## config.mk

```make
export PLATFORM = sky130hd
export DESIGN_NAME = tcdma_ctrl
export DESIGN_NICKNAME = d
export VERILOG_FILES = /design/src/hdl/tcdma_pkg.sv /design/src/hdl/tcdma_ctrl.sv /design/src/hdl/tcdma_sync.sv
export VERILOG_INCLUDE_DIRS = /design/src /design/src/hdl
export SDC_FILE = /design/constraint.sdc
export NUM_CORES = 1
export LEC_CHECK = 0
export BUFFER_PORTS_ARGS = -buffer_cell sky130_fd_sc_hd__clkbuf_2
export CAP_MARGIN = 20
export CORE_UTILIZATION = 57
export DETAILED_ROUTE_END_ITERATION = 12
export PLACE_DENSITY = 0.81
export SYNTH_ARGS = -nofsm -noshare
export SYNTH_HDL_FRONTEND = slang
export SYNTH_SLANG_ARGS = --single-unit
```

## constraint.sdc

```tcl
create_clock -name clk -period 4.5 [get_ports clk]
set_clock_uncertainty 0.2 [all_clocks]
set_input_delay 0.45 -clock clk [delete_from_list [all_inputs] [get_ports clk]]
set_output_delay 0.45 -clock clk [all_outputs]
set_load 0.1 [all_outputs]
```

## src/hdl/tcdma_defines.svh

```systemverilog
// Constants of the DMA bus control
`ifndef TCDMA_DEFINES_SVH
`define TCDMA_DEFINES_SVH

// Status register layout
`define TCDMA_ST_EN1 7
`define TCDMA_ST_EN0 6
`define TCDMA_ST_GUARD1 5
`define TCDMA_ST_GUARD0 4
`define TCDMA_ST_IE1 3
`define TCDMA_ST_IE0 2
`define TCDMA_ST_MASTER 0
`define TCDMA_ST_RESET 8'h00
`define TCDMA_ST_READ_ONES 8'h32

// Control register layout
`define TCDMA_CT_SENSE1 3
`define TCDMA_CT_SENSE0 2
`define TCDMA_CT_C1_MEM_TO_IO 1
`define TCDMA_CT_C1_MEM_DEC 0
`define TCDMA_CT_RESET 8'h00

// Mode register layout
`define TCDMA_MD_DST_HI 5
`define TCDMA_MD_DST_LO 4
`define TCDMA_MD_SRC_HI 3
`define TCDMA_MD_SRC_LO 2
`define TCDMA_MD_BURST 1
`define TCDMA_MD_RESET 8'h00

// Address slots
`define TCDMA_SLOT_SRC0 2'h0
`define TCDMA_SLOT_DST0 2'h1
`define TCDMA_SLOT_MEM1 2'h2
`define TCDMA_SLOT_IO1 2'h3

// Timing
`define TCDMA_AUTO_IO_WAITS 3'h1
`define TCDMA_CPU_SLOT_NS 30
`define TCDMA_CLK_NS 10
`define TCDMA_LAST_COUNT 16'h0001

`endif

```

## src/hdl/tcdma_pkg.sv

```systemverilog
// Types shared by the DMA bus control
package tcdma_pkg;

    typedef enum logic [2:0] {
        S_IDLE = 3'h0,
        S_T1 = 3'h1,
        S_T2 = 3'h3,
        S_TW = 3'h2,
        S_T3 = 3'h6,
        S_TI = 3'h7,
        S_HOLD = 3'h4
    } tcdma_state_t;

    typedef enum logic [1:0] {
        AM_MEM_INC = 2'h0,
        AM_MEM_DEC = 2'h1,
        AM_MEM_FIXED = 2'h2,
        AM_IO_FIXED = 2'h3
    } tcdma_amode_t;

endpackage : tcdma_pkg

```

## src/hdl/tcdma_ctrl.sv

```systemverilog
// Two-channel byte DMA bus control: sequencing, strobes, arbitration
`timescale 1ns/10ps
`include "tcdma_defines.svh"

// Functional notes
// - Control bit picks level or edge sensing for channel 1 request.
// - Per-channel interrupt enable gates channel 1 termination interrupt.
// - Channel enable written 1 only when its write guard is 0.
// - Memory access drives mem_request_n low; I/O access drives io_request_n.
// - I/O transfers are paced by request input; done output marks end.
// - I/O accesses get one automatic wait, plus generator and wait pin.
// - Memory-mapped I/O accesses get no automatic wait state.
// - Memory-to-memory on channel 0 ignores request; burst or cycle steal.
// - Address carry or borrow across A15/A16 adds one idle state.
// - Simultaneous requests: channel 0 wins over channel 1.
// - Channel 1 held off while channel 0 memory-to-memory is enabled.
// - Channel 0 waits while channel 1 owns the bus.
// - External bus request suspends DMA at next access boundary.
// - Released bus resumes suspended transfer, pending write included.
// - Count reaching zero clears channel enable until software sets it.
// - Termination interrupt is level: enable clear and interrupt enable set.
// - Non-maskable interrupt clears master enable, suspending both channels.
// - Non-maskable interrupt suspends DMA after the current access.
// - Setting master enable after suspension resumes from suspended point.
// - Reset inits status, mode, control; keeps addresses and counts.
// - Level sense samples request in the state before T3.
// - Edge sense starts transfer on request falling edge.
// - Done output low during write of final transfer.
module tcdma_ctrl #(
    parameter int ADDR_W = 20,
    parameter int COUNT_W = 16
) (
    // Clock and reset
    input wire logic clk,
    input wire logic rstn,
    // Software register writes and reads
    input wire logic status_wr,
    input wire logic [7:0] status_wdata,
    input wire logic ctrl_wr,
    input wire logic [7:0] ctrl_wdata,
    input wire logic mode_wr,
    input wire logic [7:0] mode_wdata,
    output logic [7:0] xfer_status_reg,
    output logic [7:0] xfer_control_reg,
    output logic [7:0] xfer_mode_reg,
    // Address and count loading
    input wire logic addr_load,
    input wire logic [1:0] addr_sel,
    input wire logic [ADDR_W-1:0] addr_data,
    input wire logic count_load,
    input wire logic count_sel,
    input wire logic [COUNT_W-1:0] count_data,
    // Processor side
    input wire logic [1:0] wait_gen_count,
    input wire logic cpu_irq_enable_flag,
    output logic term_irq_request,
    output logic term_irq_take,
    // Pins
    input wire logic chan0_xfer_request_n,
    input wire logic chan1_xfer_request_n,
    output logic chan0_xfer_done_n,
    output logic chan1_xfer_done_n,
    input wire logic bus_request_n,
    output logic bus_grant_n,
    input wire logic wait_n,
    input wire logic nmi_n,
    // Bus
    output logic mem_request_n,
    output logic io_request_n,
    output logic rd_n,
    output logic wr_n,
    output logic [ADDR_W-1:0] bus_addr,
    input wire logic [7:0] bus_data_in,
    output logic [7:0] bus_data_out
);

    localparam int CPU_SLOT = (`TCDMA_CPU_SLOT_NS + `TCDMA_CLK_NS - 1)
        / `TCDMA_CLK_NS;
    localparam logic [2:0] CPU_SLOT_CNT = 3'(CPU_SLOT);

    tcdma_pkg::tcdma_state_t state;
    logic [ADDR_W-1:0] addr_mem [4];
    logic [COUNT_W-1:0] count_mem [2];
    logic [1:0] chan_enable;
    logic [1:0] chan_irq_enable;
    logic master_xfer_enable;
    logic owner;
    logic is_write;
    logic pend_write;
    logic cross_pend;
    logic [2:0] wait_cnt;
    logic [2:0] slot_cnt;
    logic [1:0] edge_pend;
    logic [1:0] req_cap;
    logic [1:0] just_done;
    logic [1:0] done_n;
    logic [7:0] data_latch;
    logic [4:0] sync_q;
    logic [1:0] req_prev;
    logic nmi_prev;

    logic [1:0] req_n_s;
    logic bus_req_s;
    logic wait_s;
    logic nmi_s;
    logic [1:0] cur_slot;
    logic [1:0] cur_mode;
    logic [ADDR_W-1:0] cur_addr;
    logic [ADDR_W-1:0] next_addr;
    logic mm_mode;
    logic [1:0] req_ok;
    logic start0;
    logic start1;
    logic last_byte;
    logic in_access;

    ////////////////////////////////////////////////////////////////////////
    // Pin synchronisers
    tcdma_sync #(
        .WIDTH(5),
        .INIT(5'h1f)
    ) u_sync (
        .clk(clk),
        .rstn(rstn),
        .async_in({nmi_n, wait_n, bus_request_n, chan1_xfer_request_n,
            chan0_xfer_request_n}),
        .sync_out(sync_q)
    );

    assign req_n_s = sync_q[1:0];
    assign bus_req_s = ~sync_q[2];
    assign wait_s = ~sync_q[3];
    assign nmi_s = ~sync_q[4];

    ////////////////////////////////////////////////////////////////////////
    // Address slot and mode decoding
    function automatic logic [1:0] slot_of(input logic own,
        input logic wr, input logic c1_mem_to_io);
        if (!own)
            slot_of = wr ? `TCDMA_SLOT_DST0 : `TCDMA_SLOT_SRC0;
        else
            slot_of = (wr ^ c1_mem_to_io) ? `TCDMA_SLOT_MEM1
                : `TCDMA_SLOT_IO1;
    endfunction : slot_of

    function automatic logic [1:0] mode_of(input logic [1:0] slot,
        input logic [7:0] md, input logic [7:0] ct);
        unique case (slot)
            `TCDMA_SLOT_SRC0: mode_of = md[`TCDMA_MD_SRC_HI:`TCDMA_MD_SRC_LO];
            `TCDMA_SLOT_DST0: mode_of = md[`TCDMA_MD_DST_HI:`TCDMA_MD_DST_LO];
            `TCDMA_SLOT_MEM1: mode_of = ct[`TCDMA_CT_C1_MEM_DEC]
                ? tcdma_pkg::AM_MEM_DEC : tcdma_pkg::AM_MEM_INC;
            `TCDMA_SLOT_IO1: mode_of = tcdma_pkg::AM_IO_FIXED;
        endcase
    endfunction : mode_of

    function automatic logic is_step_mode(input logic [1:0] m);
        is_step_mode = (m == tcdma_pkg::AM_MEM_INC)
            || (m == tcdma_pkg::AM_MEM_DEC);
    endfunction : is_step_mode

    assign cur_slot = slot_of(owner, is_write,
        xfer_control_reg[`TCDMA_CT_C1_MEM_TO_IO]);
    assign cur_mode = mode_of(cur_slot, xfer_mode_reg, xfer_control_reg);
    assign cur_addr = addr_mem[cur_slot];
    assign next_addr = (cur_mode == tcdma_pkg::AM_MEM_INC) ? cur_addr + 1'b1
        : (cur_mode == tcdma_pkg::AM_MEM_DEC) ? cur_addr - 1'b1 : cur_addr;
    assign mm_mode = is_step_mode(mode_of(`TCDMA_SLOT_SRC0, xfer_mode_reg,
        xfer_control_reg)) && is_step_mode(mode_of(`TCDMA_SLOT_DST0,
        xfer_mode_reg, xfer_control_reg));
    assign last_byte = count_mem[owner] == COUNT_W'(`TCDMA_LAST_COUNT);
    assign in_access = (state == tcdma_pkg::S_T1)
        || (state == tcdma_pkg::S_T2) || (state == tcdma_pkg::S_TW)
        || (state == tcdma_pkg::S_T3);

    ////////////////////////////////////////////////////////////////////////
    // Request pacing
    generate
        for (genvar ch = 0; ch < 2; ch++)
        begin : g_req
            logic sense_edge;
            assign sense_edge = xfer_control_reg[ch == 0
                ? `TCDMA_CT_SENSE0 : `TCDMA_CT_SENSE1];
            assign req_ok[ch] = sense_edge ? edge_pend[ch]
                : (just_done[ch] ? req_cap[ch] : ~req_n_s[ch]);
        end
    endgenerate

    assign start0 = chan_enable[0] && (mm_mode
        ? (slot_cnt == 3'h0) : req_ok[0]);
    assign start1 = chan_enable[1] && req_ok[1]
        && !(chan_enable[0] && mm_mode);

    always_ff @(posedge clk or negedge rstn)
    begin
        if (!rstn)
        begin
            req_prev <= 2'h3;
            edge_pend <= 2'h0;
            req_cap <= 2'h0;
            just_done <= 2'h0;
        end
        else
        begin
            req_prev <= req_n_s;
            for (int ch = 0; ch < 2; ch++)
            begin
                if (req_prev[ch] && !req_n_s[ch])
                    edge_pend[ch] <= 1'b1;
                else if (state == tcdma_pkg::S_T1 && !is_write
                    && owner == ch[0])
                    edge_pend[ch] <= 1'b0;
                if (is_write && owner == ch[0]
                    && (state == tcdma_pkg::S_T2 || state == tcdma_pkg::S_TW))
                    req_cap[ch] <= ~req_n_s[ch];
                just_done[ch] <= state == tcdma_pkg::S_T3 && is_write
                    && owner == ch[0];
            end
        end
    end

    ////////////////////////////////////////////////////////////////////////
    // Sequencer
    always_ff @(posedge clk or negedge rstn)
    begin
        if (!rstn)
        begin
            state <= tcdma_pkg::S_IDLE;
            owner <= 1'b0;
            is_write <= 1'b0;
            pend_write <= 1'b0;
            cross_pend <= 1'b0;
            wait_cnt <= 3'h0;
            slot_cnt <= 3'h0;
        end
        else
        begin
            unique case (state)
                tcdma_pkg::S_IDLE:
                begin
                    if (slot_cnt != 3'h0)
                        slot_cnt <= slot_cnt - 3'h1;
                    if (bus_req_s)
                        state <= tcdma_pkg::S_HOLD;
                    else if (!master_xfer_enable)
                        state <= tcdma_pkg::S_IDLE;
                    else if (pend_write)
                    begin
                        if (chan_enable[owner])
                            state <= tcdma_pkg::S_T1;
                    end
                    else if (start0)
                    begin
                        owner <= 1'b0;
                        state <= tcdma_pkg::S_T1;
                    end
                    else if (start1)
                    begin
                        owner <= 1'b1;
                        state <= tcdma_pkg::S_T1;
                    end
                end
                tcdma_pkg::S_T1:
                begin
                    wait_cnt <= 3'(wait_gen_count)
                        + ((cur_mode == tcdma_pkg::AM_IO_FIXED)
                        ? `TCDMA_AUTO_IO_WAITS : 3'h0);
                    state <= tcdma_pkg::S_T2;
                end
                tcdma_pkg::S_T2, tcdma_pkg::S_TW:
                begin
                    if (wait_cnt != 3'h0)
                    begin
                        wait_cnt <= wait_cnt - 3'h1;
                        state <= tcdma_pkg::S_TW;
                    end
                    else if (wait_s)
                        state <= tcdma_pkg::S_TW;
                    else
                        state <= tcdma_pkg::S_T3;
                end
                tcdma_pkg::S_T3:
                begin
                    cross_pend <= 1'b0;
                    is_write <= ~is_write;
                    pend_write <= ~is_write;
                    if (is_write && owner == 1'b0 && mm_mode
                        && !xfer_mode_reg[`TCDMA_MD_BURST])
                        slot_cnt <= CPU_SLOT_CNT;
                    if (next_addr[ADDR_W-1:16] != cur_addr[ADDR_W-1:16])
                    begin
                        cross_pend <= !is_write;
                        state <= tcdma_pkg::S_TI;
                    end
                    else if (is_write)
                        state <= tcdma_pkg::S_IDLE;
                    else if (bus_req_s)
                        state <= tcdma_pkg::S_HOLD;
                    else if (!master_xfer_enable)
                        state <= tcdma_pkg::S_IDLE;
                    else
                        state <= tcdma_pkg::S_T1;
                end
                tcdma_pkg::S_TI:
                begin
                    cross_pend <= 1'b0;
                    if (!cross_pend)
                        state <= tcdma_pkg::S_IDLE;
                    else if (bus_req_s)
                        state <= tcdma_pkg::S_HOLD;
                    else if (!master_xfer_enable)
                        state <= tcdma_pkg::S_IDLE;
                    else
                        state <= tcdma_pkg::S_T1;
                end
                tcdma_pkg::S_HOLD:
                begin
                    if (!bus_req_s)
                        state <= tcdma_pkg::S_IDLE;
                end
                default:
                    state <= tcdma_pkg::S_IDLE;
            endcase
        end
    end

    ////////////////////////////////////////////////////////////////////////
    // Addresses and counts: loaded by software, never touched by reset
    always_ff @(posedge clk)
    begin
        if (addr_load)
            addr_mem[addr_sel] <= addr_data;
        else if (state == tcdma_pkg::S_T3)
            addr_mem[cur_slot] <= next_addr;
        if (count_load)
            count_mem[count_sel] <= count_data;
        else if (state == tcdma_pkg::S_T3 && is_write)
            count_mem[owner] <= count_mem[owner] - 1'b1;
    end

    ////////////////////////////////////////////////////////////////////////
    // Status, control and mode registers
    always_ff @(posedge clk or negedge rstn)
    begin
        if (!rstn)
        begin
            chan_enable <= 2'h0;
            chan_irq_enable <= 2'h0;
            master_xfer_enable <= 1'b0;
            nmi_prev <= 1'b0;
        end
        else
        begin
            nmi_prev <= nmi_s;
            if (state == tcdma_pkg::S_T3 && is_write && last_byte)
                chan_enable[owner] <= 1'b0;
            if (status_wr)
            begin
                if (!status_wdata[`TCDMA_ST_GUARD0])
                    chan_enable[0] <= status_wdata[`TCDMA_ST_EN0];
                if (!status_wdata[`TCDMA_ST_GUARD1])
                    chan_enable[1] <= status_wdata[`TCDMA_ST_EN1];
                chan_irq_enable[0] <= status_wdata[`TCDMA_ST_IE0];
                chan_irq_enable[1] <= status_wdata[`TCDMA_ST_IE1];
            end
            if (nmi_s && !nmi_prev)
                master_xfer_enable <= 1'b0;
            else if (status_wr)
                master_xfer_enable <= status_wdata[`TCDMA_ST_MASTER];
        end
    end

    always_ff @(posedge clk or negedge rstn)
    begin
        if (!rstn)
        begin
            xfer_control_reg <= `TCDMA_CT_RESET;
            xfer_mode_reg <= `TCDMA_MD_RESET;
        end
        else
        begin
            if (ctrl_wr)
                xfer_control_reg <= ctrl_wdata;
            if (mode_wr)
                xfer_mode_reg <= mode_wdata;
        end
    end

    always_comb
    begin
        xfer_status_reg = `TCDMA_ST_READ_ONES;
        xfer_status_reg[`TCDMA_ST_EN1] = chan_enable[1];
        xfer_status_reg[`TCDMA_ST_EN0] = chan_enable[0];
        xfer_status_reg[`TCDMA_ST_IE1] = chan_irq_enable[1];
        xfer_status_reg[`TCDMA_ST_IE0] = chan_irq_enable[0];
        xfer_status_reg[`TCDMA_ST_MASTER] = master_xfer_enable;
    end

    assign term_irq_request = |(~chan_enable & chan_irq_enable);
    assign term_irq_take = term_irq_request && cpu_irq_enable_flag;

    ////////////////////////////////////////////////////////////////////////
    // Bus outputs
    always_ff @(posedge clk or negedge rstn)
    begin
        if (!rstn)
        begin
            bus_addr <= '0;
            data_latch <= 8'h00;
            done_n <= 2'h3;
            bus_grant_n <= 1'b1;
        end
        else
        begin
            bus_grant_n <= state != tcdma_pkg::S_HOLD;
            if (state == tcdma_pkg::S_T1)
                bus_addr <= cur_addr;
            if (state == tcdma_pkg::S_T3 && !is_write)
                data_latch <= bus_data_in;
            if (state == tcdma_pkg::S_T1 && is_write && last_byte)
                done_n[owner] <= 1'b0;
            else if (state == tcdma_pkg::S_T3)
                done_n <= 2'h3;
        end
    end

    assign bus_data_out = data_latch;
    assign chan0_xfer_done_n = done_n[0];
    assign chan1_xfer_done_n = done_n[1];
    assign mem_request_n = !(in_access && state != tcdma_pkg::S_T1
        && cur_mode != tcdma_pkg::AM_IO_FIXED);
    assign io_request_n = !(in_access && state != tcdma_pkg::S_T1
        && cur_mode == tcdma_pkg::AM_IO_FIXED);
    assign rd_n = !(in_access && state != tcdma_pkg::S_T1 && !is_write);
    assign wr_n = !(in_access && state != tcdma_pkg::S_T1 && is_write);

endmodule : tcdma_ctrl

```

## src/hdl/tcdma_sync.sv

```systemverilog
// Two-flop synchroniser for asynchronous pin inputs
`timescale 1ns/10ps
module tcdma_sync #(
    parameter int WIDTH = 1,
    parameter logic [WIDTH-1:0] INIT = '1
) (
    // Clock and reset
    input wire logic clk,
    input wire logic rstn,
    // Pin side and synchronised side
    input wire logic [WIDTH-1:0] async_in,
    output logic [WIDTH-1:0] sync_out
);

    logic [WIDTH-1:0] stage1;

    always_ff @(posedge clk or negedge rstn)
    begin
        if (!rstn)
        begin
            stage1 <= INIT;
            sync_out <= INIT;
        end
        else
        begin
            stage1 <= async_in;
            sync_out <= stage1;
        end
    end

endmodule : tcdma_sync
```

# Word-level counts from Yosys, hierarchy flattened
# Memory sizes are Yosys's and may differ from the RTL's.
# Cells that the tools add are included.
# word_totals
regBits	83
ramBits	112
input_bits	86
output_inout_bits	61
elab_cells	209
n_memories	2
# classes
addsub	6
order_cmp	2
n_eq_ne	24
n_mux	69
bitwise	11
n_reduce_logical	71
# mem_list
name	words	word_bits	rd	rd_ports_with_merged_regs	write_ports	line	source
addr_mem	4	20	1	0	1	tcdma_ctrl.sv:82	logic [ADDR_W-1:0] addr_mem [4];
count_mem	2	16	1	0	1	tcdma_ctrl.sv:83	logic [COUNT_W-1:0] count_mem [2];
# op_table
cell	count
20-bit two-way mux	3
3-bit two-way mux	16
1-bit two-way mux	37
1-bit logical AND	31
20-bit by 1-bit adder with 20-bit output (second input constant)	1
20-bit OR reduction	1
20-bit by 1-bit subtractor with 20-bit output (second input constant)	1
3-bit one-hot mux with 6 select lines	1
16-bit by 1-bit equality test with 1-bit output (second input constant)	1
16-bit two-way mux	1
2-bit nonzero test	8
16-bit OR reduction	1
16-bit by 1-bit subtractor with 16-bit output (second input constant)	1
2-bit two-way mux	6
3-bit one-hot mux with 2 select lines	2
1-bit zero test	10
3-bit equality test (second input constant)	3
2-bit by 1-bit equality test with 1-bit output (second input constant)	4
2-bit zero test	4
2-bit inequality test (second input constant)	4
2-bit one-hot mux with 4 select lines	1
2-bit AND	3
2-bit equality test (second input constant)	3
3-bit by 2-bit equality test with 1-bit output (second input constant)	2
other kinds (23)	38

# Depth between registers and ports, before layout
# Gate-level depths: netlist of the first run.
# logic_depth
word_depth	12
mapped_depth	17
depth_no_buf	12

# Hierarchy
# A second synthesis of the first run with hierarchy kept.
# hier_totals
hier_cells	875
hier_area_um2	9620.5
# by_module_without_submodules
module	instances	cells_per_inst	area_per_inst_um2	seq_area_each_um2
tcdma_ctrl	1	865	9357.7	5196.2
tcdma_sync	1	10	262.8	262.8

# Worst setup path after synthesis of the first run
# Ideal clock, no wire load.
# synth_timing
kind	register to output
from	register xfer_control_reg[1]
to	output mem_request_n
arrival_time_ns	3.873
required_ns	3.850
setup_slack_ns	-0.023
path_stages_with_launch	5
n_path_buf	1
cell_sequence	dfrtp_1 -> xor2_1 -> buf_2 -> mux2_2 -> o21ai_0
# synth_via
elab_chain_cells	8
word_cells_on_any_way	11
cone_classes	4 x eq/ne; 3 x mux; 1 x bitwise; 3 x reduce/logical
# synth_lines
item	line	source
start: declaration	tcdma_ctrl.sv:44	output logic [7:0] xfer_control_reg,
start signal: assignment	tcdma_ctrl.sv:377	xfer_control_reg <= `TCDMA_CT_RESET;
start signal: assignment	tcdma_ctrl.sv:383	xfer_control_reg <= ctrl_wdata;
1-bit XOR *	tcdma_ctrl.sv:142	slot_of = (wr ^ c1_mem_to_io) ? `TCDMA_SLOT_MEM1
1-bit two-way mux (no source line) *	n/a	
2-bit two-way mux *	tcdma_ctrl.sv:139	if (!own)
2-bit equality test (tied with other cells)	tcdma_ctrl.sv:148	unique case (slot)
2-bit one-hot mux with 4 select lines *	tcdma_ctrl.sv:148	
2-bit inequality test *	tcdma_ctrl.sv:431	&& cur_mode != tcdma_pkg::AM_IO_FIXED);
1-bit logical AND *	tcdma_ctrl.sv:431	
1-bit zero test *	tcdma_ctrl.sv:430	assign mem_request_n = !(in_access && state != tcdma_pkg::S_T1
end: declaration	tcdma_ctrl.sv:68	output logic mem_request_n,
# Every way passes the cells marked *; elsewhere a longest branch is shown, timed or not.

# Final worst setup path of the first run
# layout_timing
from	register xfer_control_reg[1]
to	memory addr_mem[1][16], data pin
# layout_via
word_cells_on_any_way	16
cone_classes	2 x add/sub; 4 x eq/ne; 6 x mux; 1 x bitwise; 2 x reduce/logical; 1 x memory
# layout_lines
item	line	source
1-bit XOR *	tcdma_ctrl.sv:142	
1-bit two-way mux (no source line) *	n/a	
2-bit two-way mux *	tcdma_ctrl.sv:139	
memory read 4 x 20 bit *	n/a	
named net cur_addr[0]	tcdma_ctrl.sv:108	logic [ADDR_W-1:0] cur_addr;
20-bit by 1-bit subtractor with 20-bit output	tcdma_ctrl.sv:167	: (cur_mode == tcdma_pkg::AM_MEM_DEC) ? cur_addr - 1'b1 : cur_addr;
20-bit two-way mux	tcdma_ctrl.sv:167	
20-bit two-way mux *	tcdma_ctrl.sv:166	assign next_addr = (cur_mode == tcdma_pkg::AM_MEM_INC) ? cur_addr + 1'b1
20-bit two-way mux (no source line) *	n/a	
end: declaration	tcdma_ctrl.sv:82	
# Mark *: on every way through the listed nets, which the timed path passes. The rest lies on a longest branch.

==> impl_metrics.yaml, run 1 <==
clocking:
  cts_buffers: 17
  cts_root_buffer: "clkbuf_16"
  clkSinkCount: 195
  cts_setup_buffers: 0
  cts_tree: "yes"
  clk_latency_ps: 430
  clk_pin_slew_worst_paths_ps: 70
  ctsResizeCount: 0
  cts.path.max_buffers: 2
  htree_levels: 4
  hold_buffers: 6
floorplanning:
  dieArea_um2: 17300
  core.rowCount: 47
  fp.dieH_um: 132
  core_um2: 16500
  start_util_pct: 58.1
  ioPinCount: 147
  die_width_um: 132
timing:
  setup_slack_ps: 662
  tightestPinTransition_ps: 1000
  max_freq_ghz: 0.261
  hold_violations: 0
  post-route-period-util_pct: 85.3
  fin_setup_tns_ps: 0
  drv_slew: 0
  whs_ps: 24.2
  max_slew_margin_pct: 33.0
  fin_crit_ps: 3840
  rsz0062_at_grt: "false"
  finalSetupViolations: 0
placement:
  globalplace.congestion: 0.905
  place_hpwl_mm: 15.4
  dp_cells: 1199
  pre_cts_slack_ps: 722
  io_buffers: 142
synth:
  yosysMostFrequentCell: "edfxtp_1"
  yosys_warnings: 0
  synth_seq_cells: 195
  synth_area_leaders: "edfxtp_1 (35%), dfrtp_1 (18%), mux2_2 (4.4%)"
  synth_top_area_cell: "edfxtp_1"
  syn_area_per_cell_um2: 11.2
  synthFlopType: "edfxtp_1"
  netlist_instances: 858
  netlist_area_um2: 9570
  synth.cells.most_frequent: "edfxtp_1 (112), nand2_1 (110), o21ai_0 (75), dfrtp_1 (68), nor2_1 (51)"
  netlist.area_leader.share_pct: 35.1
  synth_edf_count: 112
  synth_cell_type_count: 69
  synth-seq-area-share_pct: 57.0
  async_flop_share_pct: 42.6
cells_and_area:
  drive_above_1_share_pct: 26.1
  largest_register: "addr_mem"
  top_regs: "addr_mem: 80 flops, count_mem: 32 flops, bus_addr: 20 flops"
  layout.nets: 1100
  fin_cells: 1237
  syn_to_final_growth_pct: 16.8
  largest_reg_flops: 80
  antennaDiodeCount: 0
routing:
  final_antenna_net_count: 0
  drt-initial-drc-count: 577
  routed_wl_mm: 22.2
  viasPerCell: 5.87
  drc: 0
  routedWlPerCell_um: 17.9
  drtPass1Iterations: 5
  vias: 7267
worst_setup_path:
  crit_path_max_incr_delay_ps: 640
  cp_num_buf_inv: 1
  cpLargestDelayFamily: "compound AO/OA/AOI/OAI gates"
  crit_arrival_ps: 3830
  critPathKind: "reg -> reg"
  start_kind: "flop"
  cp_cell_sequence: "xnor2_2 -> nand2_1 -> nand3_1 -> o21ai_0 -> inv_1 -> ha_1 -> nand4_1 -> a31oi_1 -> nand4_1 -> a211oi_2 -> xor2_1 -> o21ai_0"
  cp_num_cells: 12
  r2r_cells: 12
  cp.required_ps: 4490
  crit_path_max_fanout: 14
  end_kind: "flop"
  slowest_stage: "xnor2_2"
grt:
  antenna_found_initial: 0
  grt_pass1_wl_mm: 35.8
  track_usage_pct: 26.7
  grt_pass1_vias: 7267
  grt_overflow: 0
  grt_max_degree: 59
run_status:
  outcome: "completed"
power_and_ir_drop:
  vdd.ir_drop.worst_v: 0.000419
  power_density_nw_per_um2: 692
  p_leak_nw: 4.59
min_path:
  min_path_type: "in -> reg"
  whs_path_depth: 3
job:
  drv_cap: 0
worst reg2reg max path: cells and delay by family, from the launching register on:
| family | cells | cell delay (ps) |
|---|---|---|
| adders and majority gates | 1 | 240 |
| and+or+nand+nor | 4 | 630 |
| DFF | 1 | 460 |
| buffers and inverters | 1 | 100 |
| xor gates and xnor gates | 2 | 760 |
| AOI/OAI and AO/OA | 4 | 1210 |
per-layer routing:
metal	GRT usage, %	up-vias	wire, um
met4	13.7	0	744
met5	0	-	0
met2	45.8	281	11200
li1	-	3407	-
met3	5.52	59	1450
met1	31.8	3520	8750
where the power goes:
part	switching (mW)	total [mW]	internal [mW]
Clock	0.648	1.48	0.835
Combinational	2.74	3.75	1.02
Sequential	0.244	2.50	2.25
Total	3.63	7.73	4.10
through the flow:
stage / instance area, um^2 / utilization [%] / power, mW
floorplan: 9580 / - / 5.42
global placement: 10500 / 64.0 / 6.13
detailed placement: 10500 / 64.0 / 6.22
CTS: 11200 / 67.9 / 7.72
global route: 11200 / 67.9 / 8.08
finish: 11200 / 67.9 / 7.73
layout by cell type (no fill, tap or decap), drive strengths merged, types with 7 or more instances in the layout:
| cell | instances |
|---|---|
| xor2 | 23 |
| dfrtp | 68 |
| nor3 | 21 |
| a211oi | 13 |
| or3 | 11 |
| buf | 25 |
| clkbuf | 163 |
| nand2b | 8 |
| nor2b | 16 |
| ha | 10 |
| nand3b | 7 |
| a21oi | 27 |
| xnor2 | 18 |
| nand4 | 9 |
| edfxtp | 112 |
| a31oi | 16 |
| dfstp | 15 |
| inv | 26 |
| nand3 | 22 |
| nand2 | 110 |
| o21ai | 80 |
| mux2 | 38 |
| mux2i | 29 |
| nor2 | 51 |
| o22ai | 10 |
layout make-up:
type | instances | area, um^2
multi-input cells | 595 | 3800
clock inverters | 10 | 95.1
repair buffers | 172 | 966
well taps | 220 | 275
inverters | 23 | 86.3
fillers | 1230 | 5290
flip-flops and latches | 195 | 5460
clock buffers | 22 | 488
worst paths after layout:
check                                    startpoint            endpoint  slack [ps]
worst max-delay path            xfer_control_reg[1]     addr_mem[1][16]         660
worst min-delay path                status_wdata[2]  chan_irq_enable[0]          20
worst max register to register  xfer_control_reg[1]     addr_mem[1][16]         660
worst min register to register     u_sync.stage1[1]  u_sync.sync_out[1]         160
max in group asynchronous                      rstn        bus_addr[10]        2810
min in group asynchronous                      rstn         slot_cnt[1]         370
kinds of logic (layout without fill, tap and decap cells):
group	Yosys count	count (layout)	synth area share, %
flops	195	195	57.0
buf+inv	70	227	3.40
xor+xnor	41	41	3.83
fa+ha+maj	10	10	1.31
other cells	1	3	0.0392
simple gates	280	280	14.0
compound gates	194	194	12.8
mux	67	67	7.54
No activity file was read; power rests on OpenSTA's default activity.
==> run 2, diff against run 1 <==
==> constraint.sdc (replaced) <==
create_clock -name clk -period 4.5 [get_ports clk]
set_clock_uncertainty 0.2 [all_clocks]
set_input_delay 0 -clock clk [delete_from_list [all_inputs] [get_ports clk]]
set_output_delay 0 -clock clk [all_outputs]
set_load 0.1 [all_outputs]
==> impl_metrics.yaml, run 2 (same netlist as run 1, synthesis figures left out) <==
run_status:
  outcome: "finished with violations"
  violations: "hold timing"
clocking:
  cts_tree: "yes"
  htree_levels: 4
  cts.path.max_buffers: 2
  cts_setup_buffers: 0
  cts_root_buffer: "clkbuf_16"
  clkSinkCount: 195
  clk_pin_slew_worst_paths_ps: 80
  cts_buffers: 17
  clk_latency_ps: 440
  ctsResizeCount: 0
cells_and_area:
  final_common_cell: "clkbuf_2"
  drive_above_1_share_pct: 23.5
  top_regs: "addr_mem: 80 flops, count_mem: 32 flops, bus_addr: 20 flops"
  layout_common_cells: "clkbuf_2 (141), edfxtp_1 (112), nand2_1 (110), dlygate4sd3_1 (109), o21ai_0 (74)"
  largest_register: "addr_mem"
  fin_util_pct: 73.9
  layout.nets: 1198
  fillers: 1070
  largest_reg_flops: 80
  syn_to_final_growth_pct: 27.2
timing:
  post-route-period-util_pct: 89.9
  setup_slack_ps: 454
  max_freq_ghz: 0.247
  fin_crit_ps: 4050
  rsz0062_at_grt: "false"
  finalSetupViolations: 0
  hold_violations: 3
  drv_slew: 0
  max_slew_margin_pct: 30.2
  whs_ps: -10.4
  fin_setup_tns_ps: 0
  tightestPinTransition_ps: 1040
placement:
  globalplace.congestion: 0.946
  pre_cts_slack_ps: 583
  io_buffers: 142
  place_hpwl_mm: 14.9
routing:
  routed_wl_mm: 24.7
  drc: 0
  drt-initial-drc-count: 664
  vias: 7792
  routedWlPerCell_um: 18.5
  viasPerCell: 5.83
  final_antenna_net_count: 0
  drtPass1Iterations: 8
worst_setup_path:
  cpLargestDelayFamily: "compound AO/OA/AOI/OAI gates"
  cp_cell_sequence: "buf_4 -> mux2_2 -> o22ai_2 -> nand2_1 -> or4b_1 -> a2bb2oi_1 -> a21oi_1 -> xnor2_1 -> o21ai_0"
  crit_arrival_ps: 4040
  end_kind: "flop"
  slowest_stage: "or4b_1"
  cp_num_buf_inv: 1
  start_kind: "flop"
  critPathKind: "reg -> reg"
  crit_path_max_incr_delay_ps: 630
  cp.required_ps: 4500
  crit_path_max_fanout: 57
power_and_ir_drop:
  vdd.ir_drop.worst_v: 0.000507
  power_density_nw_per_um2: 642
  p_leak_nw: 5.00
floorplanning:
  ioPinCount: 147
  core_um2: 16500
  dieArea_um2: 17300
  core.rowCount: 47
  die_width_um: 132
  fp.dieH_um: 132
  start_util_pct: 58.1
grt:
  grt_pass1_wl_mm: 39.8
  grt_pass1_vias: 7840
  antenna_found_initial: 1
  grt_max_degree: 63
  grt_overflow: 0
  track_usage_pct: 29.9
min_path:
  min_path_type: "in -> async"
job:
  drv_cap: 0
run 2: cell types whose count changed in the layout (fill, tap and decap cells not counted), sizes merged:
cell	previous run	this run
dlygate4sd3	6	109
bufinv	1	0
diode	0	1
inv	26	29
buf	25	20
clkbuf	163	161
run 2: layout make-up:
type,instances,area [um^2],area share [%]
clock buffer,20,489,4.02
sequential,195,5460,44.9
inverter,23,86.3,0.709
tap,220,275,2.26
timing repair buffer,270,1960,16.1
antenna,1,2.50,0.0206
clock inverter,12,91.3,0.750
multi-input combinational,595,3800,31.2
run 2: metrics by stage:
step           instance area, um^2  std cells  power, mW
3_3_place_gp                 10500       1194       6.09
5_1_grt                      12200       1336       8.17
6_report                     12200       1336       7.81
3_5_place_dp                 10500       1194       6.17
4_1_cts                      12200       1335       7.74
2_1_floorplan                 9580        860       5.42
run 2: worst paths after layout:
check                           depth (start not counted)              from  slack (ps)            endpoint
worst min-delay path                                    2              rstn         -10  chan_irq_enable[0]
worst max-delay path                                    9        pend_write         450     addr_mem[0][19]
min in group clk                                        5       addr_sel[0]         120     addr_mem[2][18]
worst max register to register                          9        pend_write         450     addr_mem[0][19]
max in group asynchronous                               3              rstn        3230           done_n[0]
worst min register to register                          0  u_sync.stage1[0]         160  u_sync.sync_out[0]
run 2: routing by layer:
layer	vias to the layer above	share of wire, %	track usage, %
met5	-	0	0
met4	0	4.5	16.3
met1	3726	38	35.8
li1	3607	-	-
met2	375	50	50.9
met3	84	7.2	5.75
run 2: power breakdown:
group          switching (mW)  internal [mW]  total [mW]
Clock                   0.692          0.798        1.49
Combinational            2.74           1.06        3.80
Sequential              0.277           2.25        2.53
run 2: repair_timing:
action                                  in CTS  in global routing
endpoints found under the hold margin      242                  0
endpoints found under the setup margin       0                  0
hold buffers                               109                  0
==> run 3, diff against run 2 <==
Settings changed: BUFFER_PORTS_ARGS -buffer_cell sky130_fd_sc_hd__clkbuf_2 to default, CORE_UTILIZATION 57 to 62, CTS_BUF_LIST from default to sky130_fd_sc_hd__clkbuf_4, DONT_BUFFER_PORTS from default to 1, PLACE_DENSITY 0.81 to 0.79, SETUP_SLACK_MARGIN from default to 0.1.
==> impl_metrics.yaml, run 3 (same netlist as run 1, synthesis figures left out) <==
run_status:
  outcome: "completed"
worst_setup_path:
  cp.required_ps: 4680
  r2r_cells: 13
  critPathKind: "reg -> reg"
  crit_path_max_fanout: 29
  crit_arrival_ps: 4130
  startpoint: "pend_write"
  crit_path_max_incr_delay_ps: 520
  cp_cell_sequence: "xnor2_2 -> buf_4 -> nand2_1 -> nand3_1 -> o21ai_0 -> inv_1 -> ha_1 -> nand4_1 -> a31oi_1 -> nand4_1 -> a211oi_2 -> xor2_1 -> o21ai_0"
  cp_num_cells: 13
  cp_num_buf_inv: 2
  start_kind: "flop"
  slowest_stage: "dfrtp_2"
  cpLargestDelayFamily: "compound AO/OA/AOI/OAI gates"
  timing.rr.start: "pend_write"
  end_kind: "flop"
floorplanning:
  ioPinCount: 147
  core_um2: 15100
  core.rowCount: 45
  die_width_um: 126
  dieArea_um2: 15900
  start_util_pct: 63.2
  fp.dieH_um: 126
timing:
  hold_violations: 0
  fin_setup_tns_ps: 0
  rsz0062_at_grt: "false"
  whs_ps: 57.0
  fin_crit_ps: 3950
  tightestPinTransition_ps: 1080
  max_freq_ghz: 0.253
  post-route-period-util_pct: 87.8
  finalSetupViolations: 0
  drv_slew: 0
  max_slew_margin_pct: 28.2
  setup_slack_ps: 551
clocking:
  cts_buffers: 17
  clk_pin_slew_worst_paths_ps: 160
  clkSinkCount: 195
  cts.path.max_buffers: 2
  ctsResizeCount: 0
  cts_tree: "yes"
  clk_latency_ps: 610
  cts_root_buffer: "clkbuf_4"
  htree_levels: 4
placement:
  pre_cts_slack_ps: 716
  io_buffers: 0
  postPlaceCellArea_um2: 9820
  dp_cells: 1031
  place_hpwl_mm: 15.2
  globalplace.congestion: 0.896
cells_and_area:
  fin_cells: 1203
  top_regs: "addr_mem: 80 flops, count_mem: 32 flops, bus_addr: 20 flops"
  final_cell_area_um2: 11500
  syn_to_final_growth_pct: 20.2
  layout_common_cells: "dlygate4sd3_1 (136), edfxtp_1 (112), nand2_1 (110), o21ai_0 (73), dfrtp_1 (66)"
  drive_above_1_share_pct: 13.2
  fin_util_pct: 76.0
  final_common_cell: "dlygate4sd3_1"
  layout.nets: 1097
  largest_register: "addr_mem"
  largest_reg_flops: 80
min_path:
  whs_path_depth: 3
  min_path_type: "in -> reg"
  min_from: "status_wr"
routing:
  routedWlPerCell_um: 21.2
  vias: 7627
  final_antenna_net_count: 0
  drtPass1Iterations: 7
  drc: 0
  routed_wl_mm: 25.5
  viasPerCell: 6.34
  drt-initial-drc-count: 826
power_and_ir_drop:
  total_power_mw: 7.17
  power_density_nw_per_um2: 623
  p_leak_nw: 4.47
  vdd.ir_drop.worst_v: 0.000542
grt:
  grt_pass1_wl_mm: 40.3
  grt_pass1_vias: 7882
  antenna_found_initial: 1
  grt_overflow: 0
  grt_max_degree: 69
  track_usage_pct: 33.5
job:
  drv_cap: 0
-- run 3: changes by cell type in the layout (fill, tap and decap cells not counted), sizes merged --
cell and delta:
clkbuf -142, clkinv -1, dlygate4sd3 +27, buf +13
inv +1, bufinv +1
-- run 3: repair_timing --
| item | in CTS | in global routing |
|---|---|---|
| hold endpoints to repair | 344 | 0 |
| setup buffers | 0 | 0 |
| hold buffers | 138 | 0 |
-- run 3: worst reg2reg max path, cell delays in order, from the launching register on --
cell and delay (ps):
dfrtp_2 520, xnor2_2 190, buf_4 360, nand2_1 120, nand3_1 90, o21ai_0 130
inv_1 100, ha_1 240, nand4_1 160, a31oi_1 380, nand4_1 300, a211oi_2 490
xor2_1 120, o21ai_0 330
-- run 3: layout make-up --
type / instances / area [um^2]
Sequential cell: 195 / 5460
Multi-Input combinational cell: 595 / 3810
Fill cell: 926 / 3640
Timing Repair Buffer: 169 / 1670
Tap cell: 188 / 235
Clock buffer: 19 / 143
Clock inverter: 13 / 91.3
Inverter: 23 / 86.3
Antenna cell: 1 / 2.50
-- run 3: metal layers --
layer  wire [um]  share of wire (%)  GRT usage (%)  vias up
met5           0                  0              0        -
met3        1920                7.6           6.71      108
met4        1130                4.5           17.9        0
met2       13300                 52           58.9      430
met1        9140                 36           38.5     3675
li1            -                  -              -     3414
-- run 3: final timing paths --
path                                            to  slack, ps
worst max-delay path               addr_mem[3][16]        550
worst min-delay path            master_xfer_enable         60
worst max register to register     addr_mem[3][16]        550
worst min register to register  u_sync.sync_out[2]        170
max in group asynchronous                    owner       3220
min in group asynchronous         u_sync.stage1[4]        490
-- run 3: report_power, final --
| part | total [mW] | switching (mW) | internal, mW |
|---|---|---|---|
| combinational | 2.69 | 1.65 | 1.05 |
| clock | 0.867 | 0.588 | 0.279 |
| sequential | 3.61 | 1.38 | 2.23 |
| total | 7.17 | 3.61 | 3.56 |
